**src/fdcs_params.svh**
```systemverilog
`ifndef FDCS_PARAMS_SVH
`define FDCS_PARAMS_SVH

// Register byte offsets on the AXI4-Lite slave.
`define FDCS_OFF_CMD       8'h00
`define FDCS_OFF_STATUS    8'h04
`define FDCS_OFF_CTRL      8'h08

// Control register fields and reset values.
`define FDCS_CTRL_DDEN     0
`define FDCS_CTRL_HLD      1
`define FDCS_CTRL_RST      2'h0
`define FDCS_STATUS_RST    8'h80
`define FDCS_CMD_RST       8'h00

// Forced-interrupt command code in the upper nibble.
`define FDCS_FORCE_CODE    4'hD

// AXI responses.
`define FDCS_RESP_OKAY     2'b00
`define FDCS_RESP_SLVERR   2'b10

// Timing: settle delay in ms, clock in kHz, busy latency limits in clocks.
`define FDCS_SETTLE_MS     15
`define FDCS_CLK_KHZ       100000
`define FDCS_BUSY_MAX_SD   24
`define FDCS_BUSY_MAX_DD   12

`endif

```
**src/fdcs_pkg.sv**
```systemverilog
package fdcs_pkg;

    typedef enum logic [2:0] {
        CL_SEEK   = 3'b000,
        CL_RD_SEC = 3'b001,
        CL_WR_SEC = 3'b010,
        CL_RD_ADR = 3'b011,
        CL_RD_TRK = 3'b100,
        CL_WR_TRK = 3'b101,
        CL_FORCED = 3'b110
    } fdcs_class_t;

endpackage

```
**src/fdcs_flag.sv**
```systemverilog
`timescale 1ns/10ps
module fdcs_flag (
    // Clock and reset.
    input  wire logic clk,
    input  wire logic srst,
    // Set and clear.
    input  wire logic set,
    input  wire logic clr,
    // Flag.
    output logic      flag
);

    // A set in the cycle of a clear wins.
    always_ff @(posedge clk) begin
        if (srst) begin
            flag <= 1'b0;
        end else if (set) begin
            flag <= 1'b1;
        end else if (clr) begin
            flag <= 1'b0;
        end
    end

endmodule

```
**src/fdcs_settle.sv**
```systemverilog
`timescale 1ns/10ps
module fdcs_settle #(
    parameter int unsigned CYCLES = 1500000
) (
    // Clock and reset.
    input  wire logic clk,
    input  wire logic srst,
    // Request and bypass.
    input  wire logic start,
    input  wire logic skip,
    // Completion pulse.
    output logic      done
);

    localparam int unsigned CW = $clog2(CYCLES + 1);

    logic [CW-1:0] cnt_ff;

    always_ff @(posedge clk) begin
        if (srst) begin
            cnt_ff <= '0;
            done   <= 1'b0;
        end else if (start) begin
            cnt_ff <= skip ? '0 : CW'(CYCLES);
            done   <= skip;
        end else if (cnt_ff != '0) begin
            cnt_ff <= cnt_ff - 1'b1;
            done   <= (cnt_ff == CW'(1));
        end else begin
            done   <= 1'b0;
        end
    end

endmodule

```
**src/fdcs_status_ctrl.sv**
```systemverilog
// Function
// Only forced-interrupt commands are taken while busy; others need busy clear.
// A forced interrupt during a command suspends it, then follows its flags; the code aborts it via CMD_ABORT and clears busy.
// Forced interrupt request clears on status read or all-zero-flag forced command.
// Status bit 0 shows busy during seek, sector and track commands.
// A forced interrupt clears busy.
// Forced interrupt when idle gives seek layout with bits 4, 3, 0 zero.
// Forced interrupt while busy keeps the interrupted command's status layout.
// Status layout depends on command class, with fixed zero bits per class.
// Bit 7 is not-ready: drive not ready or reset asserted.
// Bit 6 is inverted write protect; seek bit 2 is inverted track zero; the code keeps bit 6 zero for read commands.
// Seek bit 5 is head load output AND head load timing input.
// Seek bit 1 is inverted index pulse input.
// Seek bit 4 flags verify failure, cleared at next command start.
// Bit 3 flags CRC error, cleared at next command start; the code shows it for seek, sector and read address only.
// Busy is set within 24 clocks single density, 12 double density.
// Read commands: bit 5 is deleted data mark, cleared at next start; the code shows it for read sector only.
// Write commands: bit 5 flags abort by write fault.
// Sector and track commands: bit 4 flags record not found; the code shows it for sector and read address only.
// Sector and track commands: bit 2 flags lost data; the code keeps bit 2 zero for write track.
// Sector and track commands: bit 1 follows the data request output.
// Head settle delay is 15 ms, skipped when test input is low.
// Host repeats sector sequence while formatting, then gap fill until interrupt.
`timescale 1ns/10ps
`include "fdcs_params.svh"
module fdcs_status_ctrl
    import fdcs_pkg::*;
#(
    parameter int unsigned SETTLE_CYCLES = `FDCS_SETTLE_MS * `FDCS_CLK_KHZ
) (
    // Clock and reset.
    input  wire logic        CLK_SYS,
    input  wire logic        SRST,
    // AXI4-Lite slave.
    input  wire logic [7:0]  S_AXI_AWADDR,
    input  wire logic        S_AXI_AWVALID,
    output logic             S_AXI_AWREADY,
    input  wire logic [31:0] S_AXI_WDATA,
    input  wire logic [3:0]  S_AXI_WSTRB,
    input  wire logic        S_AXI_WVALID,
    output logic             S_AXI_WREADY,
    output logic [1:0]       S_AXI_BRESP,
    output logic             S_AXI_BVALID,
    input  wire logic        S_AXI_BREADY,
    input  wire logic [7:0]  S_AXI_ARADDR,
    input  wire logic        S_AXI_ARVALID,
    output logic             S_AXI_ARREADY,
    output logic [31:0]      S_AXI_RDATA,
    output logic [1:0]       S_AXI_RRESP,
    output logic             S_AXI_RVALID,
    input  wire logic        S_AXI_RREADY,
    // Drive inputs, pin levels.
    input  wire logic        READY_IN,
    input  wire logic        WRITE_PROTECT_IN,
    input  wire logic        TRACK_ZERO_IN,
    input  wire logic        INDEX_PULSE_IN,
    input  wire logic        HEAD_LOAD_TIMING_IN,
    input  wire logic        TEST_IN,
    // Sequencer and data path events.
    input  wire logic        DATA_REQUEST_IN,
    input  wire logic        VERIFY_FAIL,
    input  wire logic        CRC_ERROR,
    input  wire logic        RECORD_NOT_FOUND,
    input  wire logic        LOST_DATA,
    input  wire logic        DELETED_MARK,
    input  wire logic        WRITE_FAULT,
    input  wire logic        CMD_DONE,
    input  wire logic        SETTLE_REQ,
    // Outputs to sequencer and drive.
    output logic             CMD_START,
    output logic [7:0]       CMD_CODE,
    output logic             CMD_ABORT,
    output logic             SETTLE_DONE,
    output logic             BUSY_OUT,
    output logic             HEAD_LOAD_OUT,
    output logic             INTERRUPT_REQUEST_OUT
);

    localparam int BUSY_SD = `FDCS_BUSY_MAX_SD;
    localparam int BUSY_DD = `FDCS_BUSY_MAX_DD;

    logic        awready_ff;
    logic        bvalid_ff;
    logic [1:0]  bresp_ff;
    logic        arready_ff;
    logic        rvalid_ff;
    logic [1:0]  rresp_ff;
    logic [31:0] rdata_ff;
    logic [1:0]  ctrl_ff;
    logic [7:0]  cmd_ff;
    logic        busy_ff;
    logic        irq_ff;
    logic        start_ff;
    logic        abort_ff;
    logic [3:0]  cond_ff;
    logic        ready_q_ff;
    logic        index_q_ff;
    logic [7:0]  status_ff;
    logic [7:0]  nxt_status;
    logic [31:0] nxt_rdata;
    logic [1:0]  nxt_rresp;
    fdcs_class_t class_ff;
    fdcs_class_t nxt_class;

    logic aw_fire;
    logic wr_do;
    logic ar_fire;
    logic rd_do;
    logic cmd_wr;
    logic is_force;
    logic cmd_acc;
    logic cmd_start;
    logic force_acc;
    logic stat_rd;
    logic cond_hit;
    logic irq_set;
    logic irq_clr;
    logic f_verify;
    logic f_crc;
    logic f_rnf;
    logic f_mark;
    logic f_lost;

    // AXI write channel: address and data are taken together, one at a time.
    assign aw_fire = S_AXI_AWVALID && S_AXI_WVALID && !awready_ff && !bvalid_ff;
    assign wr_do   = awready_ff;

    always_ff @(posedge CLK_SYS) begin
        if (SRST) begin
            awready_ff <= 1'b0;
            bvalid_ff  <= 1'b0;
            bresp_ff   <= `FDCS_RESP_OKAY;
        end else begin
            awready_ff <= aw_fire;
            if (wr_do) begin
                bvalid_ff <= 1'b1;
                bresp_ff  <= (S_AXI_AWADDR == `FDCS_OFF_CMD || S_AXI_AWADDR == `FDCS_OFF_CTRL)
                             ? `FDCS_RESP_OKAY : `FDCS_RESP_SLVERR;
            end else if (S_AXI_BREADY) begin
                bvalid_ff <= 1'b0;
            end
        end
    end

    always_ff @(posedge CLK_SYS) begin
        if (SRST) begin
            ctrl_ff <= `FDCS_CTRL_RST;
        end else if (wr_do && S_AXI_AWADDR == `FDCS_OFF_CTRL && S_AXI_WSTRB[0]) begin
            ctrl_ff <= S_AXI_WDATA[1:0];
        end
    end

    // AXI read channel.
    assign ar_fire = S_AXI_ARVALID && !arready_ff && !rvalid_ff;
    assign rd_do   = arready_ff;
    assign stat_rd = rd_do && S_AXI_ARADDR == `FDCS_OFF_STATUS;

    always_comb begin
        nxt_rdata = 32'h0000_0000;
        nxt_rresp = `FDCS_RESP_OKAY;
        unique case (S_AXI_ARADDR)
            `FDCS_OFF_CMD:    nxt_rdata = {24'h00_0000, cmd_ff};
            `FDCS_OFF_STATUS: nxt_rdata = {24'h00_0000, status_ff};
            `FDCS_OFF_CTRL:   nxt_rdata = {30'h0000_0000, ctrl_ff};
            default:          nxt_rresp = `FDCS_RESP_SLVERR;
        endcase
    end

    always_ff @(posedge CLK_SYS) begin
        if (SRST) begin
            arready_ff <= 1'b0;
            rvalid_ff  <= 1'b0;
            rresp_ff   <= `FDCS_RESP_OKAY;
            rdata_ff   <= 32'h0000_0000;
        end else begin
            arready_ff <= ar_fire;
            if (rd_do) begin
                rvalid_ff <= 1'b1;
                rresp_ff  <= nxt_rresp;
                rdata_ff  <= nxt_rdata;
            end else if (S_AXI_RREADY) begin
                rvalid_ff <= 1'b0;
            end
        end
    end

    // Command acceptance.
    assign cmd_wr    = wr_do && S_AXI_AWADDR == `FDCS_OFF_CMD && S_AXI_WSTRB[0];
    assign is_force  = S_AXI_WDATA[7:4] == `FDCS_FORCE_CODE;
    assign cmd_acc   = cmd_wr && (is_force || !busy_ff);
    assign cmd_start = cmd_acc && !is_force;
    assign force_acc = cmd_acc && is_force;

    always_comb begin
        nxt_class = class_ff;
        if (cmd_start) begin
            unique casez (S_AXI_WDATA[7:4])
                4'b0???: nxt_class = CL_SEEK;
                4'b100?: nxt_class = CL_RD_SEC;
                4'b101?: nxt_class = CL_WR_SEC;
                4'b1100: nxt_class = CL_RD_ADR;
                4'b1110: nxt_class = CL_RD_TRK;
                4'b1111: nxt_class = CL_WR_TRK;
                default: nxt_class = class_ff;
            endcase
        end else if (force_acc && !busy_ff) begin
            nxt_class = CL_FORCED;
        end
    end

    always_ff @(posedge CLK_SYS) begin
        if (SRST) begin
            class_ff <= CL_SEEK;
            cmd_ff   <= `FDCS_CMD_RST;
            busy_ff  <= 1'b0;
            start_ff <= 1'b0;
            abort_ff <= 1'b0;
            cond_ff  <= 4'h0;
        end else begin
            class_ff <= nxt_class;
            start_ff <= cmd_start;
            abort_ff <= force_acc && busy_ff;
            if (cmd_acc) begin
                cmd_ff <= S_AXI_WDATA[7:0];
            end
            if (force_acc) begin
                cond_ff <= S_AXI_WDATA[3:0];
            end
            if (cmd_start) begin
                busy_ff <= 1'b1;
            end else if (force_acc || CMD_DONE) begin
                busy_ff <= 1'b0;
            end
        end
    end

    // Interrupt request and forced-interrupt conditions.
    assign cond_hit = (cond_ff[2] && index_q_ff && !INDEX_PULSE_IN)
                   || (cond_ff[1] && ready_q_ff && !READY_IN)
                   || (cond_ff[0] && !ready_q_ff && READY_IN);
    assign irq_set  = (CMD_DONE && busy_ff) || (force_acc && S_AXI_WDATA[3]) || cond_hit;
    assign irq_clr  = stat_rd || (force_acc && S_AXI_WDATA[3:0] == 4'h0);

    always_ff @(posedge CLK_SYS) begin
        if (SRST) begin
            irq_ff     <= 1'b0;
            ready_q_ff <= 1'b0;
            index_q_ff <= 1'b1;
        end else begin
            ready_q_ff <= READY_IN;
            index_q_ff <= INDEX_PULSE_IN;
            if (irq_set) begin
                irq_ff <= 1'b1;
            end else if (irq_clr) begin
                irq_ff <= 1'b0;
            end
        end
    end

    // Sticky error flags, cleared when the next command starts.
    fdcs_flag u_flag_verify (
        .clk  (CLK_SYS),
        .srst (SRST),
        .set  (VERIFY_FAIL && busy_ff),
        .clr  (cmd_start),
        .flag (f_verify)
    );
    fdcs_flag u_flag_crc (
        .clk  (CLK_SYS),
        .srst (SRST),
        .set  (CRC_ERROR && busy_ff),
        .clr  (cmd_start),
        .flag (f_crc)
    );
    fdcs_flag u_flag_rnf (
        .clk  (CLK_SYS),
        .srst (SRST),
        .set  (RECORD_NOT_FOUND && busy_ff),
        .clr  (cmd_start),
        .flag (f_rnf)
    );
    fdcs_flag u_flag_mark (
        .clk  (CLK_SYS),
        .srst (SRST),
        .set  ((DELETED_MARK || WRITE_FAULT) && busy_ff),
        .clr  (cmd_start),
        .flag (f_mark)
    );
    fdcs_flag u_flag_lost (
        .clk  (CLK_SYS),
        .srst (SRST),
        .set  (LOST_DATA && busy_ff),
        .clr  (cmd_start),
        .flag (f_lost)
    );

    // Status composition per command class.
    always_comb begin
        nxt_status    = 8'h00;
        nxt_status[7] = !READY_IN;
        nxt_status[0] = busy_ff;
        unique case (class_ff)
            CL_SEEK, CL_FORCED: begin
                nxt_status[6] = !WRITE_PROTECT_IN;
                nxt_status[5] = ctrl_ff[`FDCS_CTRL_HLD] && HEAD_LOAD_TIMING_IN;
                nxt_status[4] = f_verify && class_ff == CL_SEEK;
                nxt_status[3] = f_crc && class_ff == CL_SEEK;
                nxt_status[2] = !TRACK_ZERO_IN;
                nxt_status[1] = !INDEX_PULSE_IN;
                nxt_status[0] = busy_ff && class_ff == CL_SEEK;
            end
            CL_RD_SEC: begin
                nxt_status[5:1] = {f_mark, f_rnf, f_crc, f_lost, DATA_REQUEST_IN};
            end
            CL_WR_SEC: begin
                nxt_status[6:1] = {!WRITE_PROTECT_IN, f_mark, f_rnf, f_crc, f_lost,
                                   DATA_REQUEST_IN};
            end
            CL_RD_ADR: begin
                nxt_status[4:1] = {f_rnf, f_crc, f_lost, DATA_REQUEST_IN};
            end
            CL_RD_TRK: begin
                nxt_status[2:1] = {f_lost, DATA_REQUEST_IN};
            end
            CL_WR_TRK: begin
                nxt_status[6:5] = {!WRITE_PROTECT_IN, f_mark};
                nxt_status[1]   = DATA_REQUEST_IN;
            end
            default: nxt_status = `FDCS_STATUS_RST;
        endcase
    end

    always_ff @(posedge CLK_SYS) begin
        if (SRST) begin
            status_ff <= `FDCS_STATUS_RST;
        end else begin
            status_ff <= nxt_status;
        end
    end

    // Head settle delay, bypassed when the test input is low.
    fdcs_settle #(
        .CYCLES (SETTLE_CYCLES)
    ) u_settle (
        .clk   (CLK_SYS),
        .srst  (SRST),
        .start (SETTLE_REQ),
        .skip  (!TEST_IN),
        .done  (SETTLE_DONE)
    );

    assign S_AXI_AWREADY         = awready_ff;
    assign S_AXI_WREADY          = awready_ff;
    assign S_AXI_BVALID          = bvalid_ff;
    assign S_AXI_BRESP           = bresp_ff;
    assign S_AXI_ARREADY         = arready_ff;
    assign S_AXI_RVALID          = rvalid_ff;
    assign S_AXI_RRESP           = rresp_ff;
    assign S_AXI_RDATA           = rdata_ff;
    assign CMD_START             = start_ff;
    assign CMD_CODE              = cmd_ff;
    assign CMD_ABORT             = abort_ff;
    assign BUSY_OUT              = busy_ff;
    assign HEAD_LOAD_OUT         = ctrl_ff[`FDCS_CTRL_HLD];
    assign INTERRUPT_REQUEST_OUT = irq_ff;
endmodule

```
**config.mk**
```make
export PLATFORM = sky130hd
export DESIGN_NAME = fdcs_status_ctrl
export DESIGN_NICKNAME = d
export VERILOG_FILES = /design/src/fdcs_pkg.sv /design/src/fdcs_flag.sv /design/src/fdcs_settle.sv /design/src/fdcs_status_ctrl.sv
export VERILOG_INCLUDE_DIRS = /design/src
export SDC_FILE = /design/constraint.sdc
export NUM_CORES = 1
export LEC_CHECK = 0
export BUFFER_PORTS_ARGS = -buffer_cell sky130_fd_sc_hd__buf_2
export CORE_ASPECT_RATIO = 0.7
export CORE_MARGIN = 1
export CORE_UTILIZATION = 53
export DETAILED_ROUTE_END_ITERATION = 8
export PLACE_DENSITY = 0.85
export SLEW_MARGIN = 20
export SYNTH_ARGS = -nofsm -noshare
export SYNTH_HDL_FRONTEND = slang
export SYNTH_SLANG_ARGS = --single-unit
```
**constraint.sdc**
```tcl
create_clock -name CLK_SYS -period 3.35 [get_ports CLK_SYS]
set_input_delay 0.67 -clock CLK_SYS [delete_from_list [all_inputs] [get_ports CLK_SYS]]
set_output_delay 0.67 -clock CLK_SYS [all_outputs]
set_load 0.03 [all_outputs]
```
==> results of run 1 <==
-- power by group through the flow --
stage | clock [mW] | sequential (mW) | combinational (mW)
after floorplan | 0 | 0.932 | 0.266
after global placement | 0 | 0.929 | 0.317
after detailed placement | 0 | 0.932 | 0.329
after CTS | 0.708 | 0.912 | 0.330
after global routing | 0.741 | 0.918 | 0.369
final | 0.701 | 0.914 | 0.336
-- state kept, by name, indices dropped and copies added, names as in the netlist, 2 cells and up --
signal	flops
S_AXI_RDATA	8
CMD_CODE	8
status_ff	8
class_ff	3
cond_ff	3
ctrl_ff	2
u_settle.cnt_ff	21
-- through the flow --
| stage | worst slack, ns | instances | hold slack [ns] |
|---|---|---|---|
| 4_1_cts | 0.834 | 535 | 0.438 |
| 2_1_floorplan | 0.980 | 407 | 0.433 |
| 5_1_grt | 0.604 | 535 | 0.472 |
| 6_report | 0.737 | 535 | 0.439 |
| 3_5_place_dp | 0.689 | 519 | 0.427 |
| 3_3_place_gp | 0.721 | 519 | 0.424 |
-- metal layers --
layer	GRT usage	share of wire
met3	0.0554	0.071
met2	0.381	0.44
met5	0	0
met1	0.334	0.47
met4	0.0791	0.015
-- area by class of cell --
cell class,instances,area [um2],area share
Clock buffer,10,138,0.0351
Clock inverter,6,67.6,0.0173
Inverter,13,48.8,0.0125
Multi-Input combinational cell,282,1770,0.451
Sequential cell,71,1420,0.363
Tap cell,78,97.6,0.0249
Timing Repair Buffer,75,375,0.0958
-- kinds of logic after synthesis --
group | synth area share
muxes | 0.0665
buffers and inverters | 0.0961
adders and majority gates | 0.0110
DFF | 0.415
AOI/OAI and AO/OA | 0.138
other | 0.00110
and+or+nand+nor | 0.237
xor gates and xnor gates | 0.0358
-- placed cells by master, fill, tap and decap left out, types with 3 or more instances in the layout --
cell type,synthesis,layout
xor2_1,10,10
or2_2,7,7
mux2_2,6,6
o31ai_1,4,4
mux2i_1,16,16
nand2b_1,5,5
a31oi_1,3,3
nand4b_1,3,3
or3_1,7,7
nor2b_1,12,12
a21oi_1,29,29
xnor2_1,4,4
inv_1,13,13
nand4_1,3,3
clkbuf_8,2,10
conb_1,1,26
nor2_1,47,47
nand2_1,15,15
nor3_1,12,12
nor4_1,9,9
nand3b_1,3,3
dfxtp_1,71,71
nand3_1,7,7
ha_1,3,3
or4_1,3,3
o31a_1,5,5
a22o_1,4,4
buf_2,1,75
o21ai_0,8,8
-- worst paths after layout --
kind,start,endpoint,slack [ns],cells past startpoint
worst max-delay path,u_settle.cnt_ff[8]$_SDFFE_PP0P_,u_settle.cnt_ff[17]$_SDFFE_PP0P_,0.74,5
worst min-delay path,S_AXI_BVALID$_SDFFE_PP0P_,S_AXI_AWREADY$_SDFF_PP0_,0.44,1
worst max register to register,u_settle.cnt_ff[8]$_SDFFE_PP0P_,u_settle.cnt_ff[17]$_SDFFE_PP0P_,0.74,5
worst min register to register,S_AXI_BVALID$_SDFFE_PP0P_,S_AXI_AWREADY$_SDFF_PP0_,0.44,1
==> impl_metrics.tcl, run 1 <==
set metrics [dict create \
    synth-seq-area-share 0.415 \
    yosysMostFrequentCell "dfxtp_1" \
    finalHoldViolations 0 \
    clkTransAtPathRegs_ns 0.08 \
    seqPwrFrac 0.469 \
    pin_count 129 \
    fin_skew_ns 0.00677 \
    cts.sinks 71 \
    antenna_found_initial 0 \
    drt-initial-drc-count 256 \
    p_total_mw 1.95 \
    status "finished with violations" \
    violations "design-rule violations" \
    die_h_um 69.3 \
    setup-tns-final_ns 0 \
    tightestPinTransition_ns 0.904 \
    clkPwrFrac 0.359 \
    grt_max_degree 51 \
    crit_arrival_ns 2.82 \
    critPathCaptureType "register" \
    cp_top_family "simple AND/OR/NAND/NOR gates" \
    numCtsBuffers 9 \
    avgSynthCellArea_um2 8.96 \
    drc 10 \
    place_area_mm2 0.00371 \
    wl_per_cell_um 15.1 \
    critPathBufInv 0 \
    fillerInstances 518 \
    grt_pass1_vias 2757 \
    fin_util 0.627 \
    comb_power_share 0.172 \
    synth_ff_type "dfxtp_1" \
    via_count 3029 \
    place_congestion 0.826 \
    setup_viol 0 \
    nets 529 \
    gr-usage-all-layers 0.244 \
    crit_slowest_cell "nor4_4" \
    min_period_ns 2.61 \
    yosysWarnings 0 \
    drive_gt1_frac 0.247 \
    post_cts_buffers 0 \
    finalWirelength_mm 8.08 \
    slew_violations 0 \
    synth_area_leader_cell "dfxtp_1" \
    startpoint_type "register" \
    crit_chain "nor4_1, nand4_1, nor4_4, o21a_1, a31oi_1" \
    netSwitchingFraction 0.302 \
    crit_path_max_incr_delay_ns 0.74 \
    antenna_cells 0 \
    cts_root_buf "clkbuf_8" \
    p_int_mw 1.36 \
    critical_path_peak_fanout 16 \
    synth_cells 382 \
    rows 24 \
    cp.required_ns 3.55 \
    cts-resized-gates 0 \
    cap_viol_max_count 0 \
    drtPass1Iterations 7 \
    synth.distinct_cells 55 \
    ir_drop_mv 0.275 \
    power_switching_uw 589 \
    stdcell_area_mm2 0.00392 \
    ant_nets 0 \
    async_flop_share 0 \
    period_share 0.780 \
    insertion_delay_ns 0.34 \
    max_freq_mhz 383 \
    area_growth_pct 14.4 \
    hp-class "register to register" \
    synth_edf_count 0 \
    rsz0062_at_grt "false" \
    cts_max_level 3 \
    start_util 0.548 \
    place_hpwl_mm 5.81 \
    synth_area_leaders "dfxtp_1 42%, buf_4 6.1%, nor2_1 5.2%" \
    routed_via_density 5.66 \
    relSlewSlack 0.397 \
    coreArea_mm2 0.00625 \
    crit_type "register to register" \
    p_per_area_mw_per_mm2 498 \
    synthTopCellsByCount "71 x dfxtp_1, 47 x nor2_1, 29 x a21oi_1, 28 x buf_4, 16 x mux2i_1" \
    dieWidth_um 98.1 \
    hold_buffers 0 \
    yosysTopAreaCellShare 0.415 \
    cellLeakagePower_nw 1.70 \
    cts_tree "built" \
    portBuffers 75 \
    netlist_area_mm2 0.00342 \
    overflow 0 \
    dieArea_mm2 0.00679 \
    cts_buffer_depth 2 \
    grt_pass1_wl_mm 13.1 \
    ys_ff_latch 71 \
]
Power figures use the tool's default switching activity.
==> run 2, diff against run 1 <==
--- a/config.mk
+++ b/config.mk
@@ -6,12 +6,13 @@
 export SDC_FILE = /design/constraint.sdc
 export NUM_CORES = 1
 export LEC_CHECK = 0
+export ABC_AREA = 1
 export BUFFER_PORTS_ARGS = -buffer_cell sky130_fd_sc_hd__buf_2
 export CORE_ASPECT_RATIO = 0.7
 export CORE_MARGIN = 1
-export CORE_UTILIZATION = 53
+export CORE_UTILIZATION = 50
 export DETAILED_ROUTE_END_ITERATION = 8
-export PLACE_DENSITY = 0.85
+export PLACE_DENSITY = 0.8
 export SLEW_MARGIN = 20
 export SYNTH_ARGS = -nofsm -noshare
 export SYNTH_HDL_FRONTEND = slang
==> constraint.sdc (replaced) <==
create_clock -name CLK_SYS -period 2.5 [get_ports CLK_SYS]
set_input_delay 0.5 -clock CLK_SYS [delete_from_list [all_inputs] [get_ports CLK_SYS]]
set_output_delay 0.5 -clock CLK_SYS [all_outputs]
set_load 0.03 [all_outputs]
==> run 2 against run 1 <==
- the run now ends clean
- combinational power increased by 81%
- first-iteration DRC count fell by 12%
- count of clock-buffer cells in the layout did not move
- via count rose by 18%
- clock skew grew 0.0029 ns
- flip-flop and latch count stayed put
- synthesized cell count grew 37%
- synthesized area grew 8.1%
- critical endpoint is now S_AXI_ARREADY
==> impl_metrics.tcl, run 2 <==
set metrics [dict create \
    grt_pass1_wl_mm 15.2 \
    synth.distinct_cells 41 \
    dieArea_mm2 0.00776 \
    synth_area_leader_cell "dfxtp_1" \
    fin_skew_ns 0.00970 \
    drc 0 \
    netlist_area_mm2 0.00370 \
    yosysWarnings 0 \
    area_growth_pct 15.4 \
    crit_chain "buf_2" \
    antenna_cells 0 \
    place_congestion 0.929 \
    netSwitchingFraction 0.323 \
    synth-seq-area-share 0.384 \
    synthTopCellsByCount "105 x nand2_1, 71 x dfxtp_1, 56 x nor2_1, 53 x inv_1, 51 x nand3_1" \
    setup_viol 0 \
    stdcell_area_mm2 0.00427 \
    nets 674 \
    cellLeakagePower_nw 2.06 \
    slew_violations 0 \
    pin_count 129 \
    grt_pass1_vias 3273 \
    portBuffers 75 \
    ys_ff_latch 71 \
    regMostFlops "u_settle.cnt_ff" \
    synth_area_leaders "dfxtp_1 38%, nand2_1 11%, nand3_1 6.9%" \
    p_per_area_mw_per_mm2 669 \
    yosysMostFrequentCell "nand2_1" \
    crit_path_max_incr_delay_ns 0.60 \
    finalWirelength_mm 9.24 \
    yosysTopAreaCellShare 0.384 \
    routed_via_density 5.13 \
    synth_ff_type "dfxtp_1" \
    seqPwrFrac 0.427 \
    rsz0062_at_grt "false" \
    synth_edf_count 0 \
    cts-resized-gates 0 \
    insertion_delay_ns 0.35 \
    cts.sinks 71 \
    crit_slowest_cell "dfxtp_1" \
    start_util 0.533 \
    layout_commonest_cell "nand2_1" \
    cap_viol_max_count 0 \
    tightestPinTransition_ns 0.544 \
    startpoint_type "register" \
    place_area_mm2 0.00405 \
    finalHoldViolations 0 \
    relSlewSlack 0.637 \
    numCtsBuffers 9 \
    synth_compound_area_frac 0.121 \
    clkPwrFrac 0.360 \
    dieWidth_um 105 \
    ir_drop_mv 0.454 \
    p_int_mw 1.94 \
    synth_top_family_by_area "simple AND/OR/NAND/NOR gates" \
    place_hpwl_mm 6.95 \
    cp_top_family "flip-flops" \
    cts_max_level 3 \
    synth_xor_xnor_area_share 0.00710 \
    synth_adder_area_share 0.0101 \
    comb_power_share 0.213 \
    min_period_ns 1.73 \
    fillerInstances 634 \
    overflow 0 \
    drive_gt1_frac 0.219 \
    cts_buffer_depth 2 \
    seqCellArea_mm2 0.00142 \
    synthSimpleGateAreaFrac 0.348 \
    drtPass1Iterations 5 \
    ant_nets 0 \
    power_switching_uw 923 \
    hp-class "input port to register" \
    critPathCaptureType "primary output" \
    multiInputGateArea_mm2 0.00190 \
    critPathBufInv 1 \
    grt_max_degree 32 \
    largest_reg_flops 21 \
    crit_arrival_ns 1.23 \
    cts_root_buf "clkbuf_8" \
    period_share 0.693 \
    cts_tree "built" \
    gr-usage-all-layers 0.251 \
    hold_buffers 0 \
    status "finished, final reports clean" \
    async_flop_share 0 \
    crit_type "register to primary output" \
    critical_path_peak_fanout 14 \
    wl_per_cell_um 13.3 \
    max_freq_mhz 577 \
    post_cts_buffers 0 \
    clkTransAtPathRegs_ns 0.08 \
    mostFrequentLayoutCells "105 x nand2_1, 75 x buf_2, 71 x dfxtp_1" \
    avgSynthCellArea_um2 7.08 \
    coreArea_mm2 0.00694 \
    synth_cells 523 \
    synth_mux_area_frac 0 \
    setup-tns-final_ns 0 \
    drt-initial-drc-count 225 \
    antenna_found_initial 0 \
    cp.required_ns 2.00 \
    die_h_um 74.0 \
    via_count 3572 \
    rows 25 \
]
## run 2: power by group through the flow
stage / Sequential, mW / Combinational [mW] / Clock [mW]
6_report: 1.22 / 0.609 / 1.03
5_1_grt: 1.23 / 0.666 / 1.09
4_1_cts: 1.22 / 0.598 / 1.05
3_5_place_dp: 1.25 / 0.595 / 0
3_3_place_gp: 1.25 / 0.579 / 0
2_1_floorplan: 1.25 / 0.485 / 0
## run 2: cell families after synthesis
| family | after synthesis |
|---|---|
| XOR/XNOR | 3 |
| flip-flops | 71 |
| other | 1 |
| AND/OR/NAND/NOR | 266 |
| buffers and inverters | 98 |
| AO/OA/AOI/OAI | 81 |
| adder cells (fa/ha/maj) | 3 |
## run 2: metrics by stage
stage	hold WS (ns)	setup slack [ns]	power [mW]	utilization	instances
after global placement	0.429	0.800	1.82	0.583	680
after detailed placement	0.438	0.762	1.84	0.583	680
after CTS	0.291	0.744	2.86	0.615	696
after floorplan	0.420	0.987	1.73	-	548
final	0.310	0.767	2.86	0.615	696
after global routing	0.287	0.664	2.98	0.615	696
## run 2: final timing paths
path              depth (start not counted)                          endpoint  slack (ns)                             from
setup / recovery                          1                     S_AXI_ARREADY        0.77         S_AXI_ARREADY$_SDFF_PP0_
hold / removal                            2           status_ff[6]$_SDFF_PP0_        0.31                 WRITE_PROTECT_IN
setup reg to reg                          8  u_settle.cnt_ff[20]$_SDFFE_PP0P_        0.90  u_settle.cnt_ff[0]$_SDFFE_PP0P_
hold reg to reg                           1          S_AXI_ARREADY$_SDFF_PP0_        0.45        S_AXI_RVALID$_SDFFE_PP0P_
## run 2: area by class of cell
type                            instances  share of cell area
Inverter                               59              0.0519
Clock buffer                           10              0.0299
Sequential cell                        71               0.333
Timing Repair Buffer                   77              0.0914
Clock inverter                          6              0.0220
Multi-Input combinational cell        379               0.444
Tap cell                               94              0.0275
## run 2: routing by layer
metal	GRT usage	share of wire	vias up
met4	0.100	0.0088	0
met2	0.389	0.43	161
li1	-	-	1787
met5	0	0	-
met3	0.0596	0.073	9
met1	0.343	0.49	1615
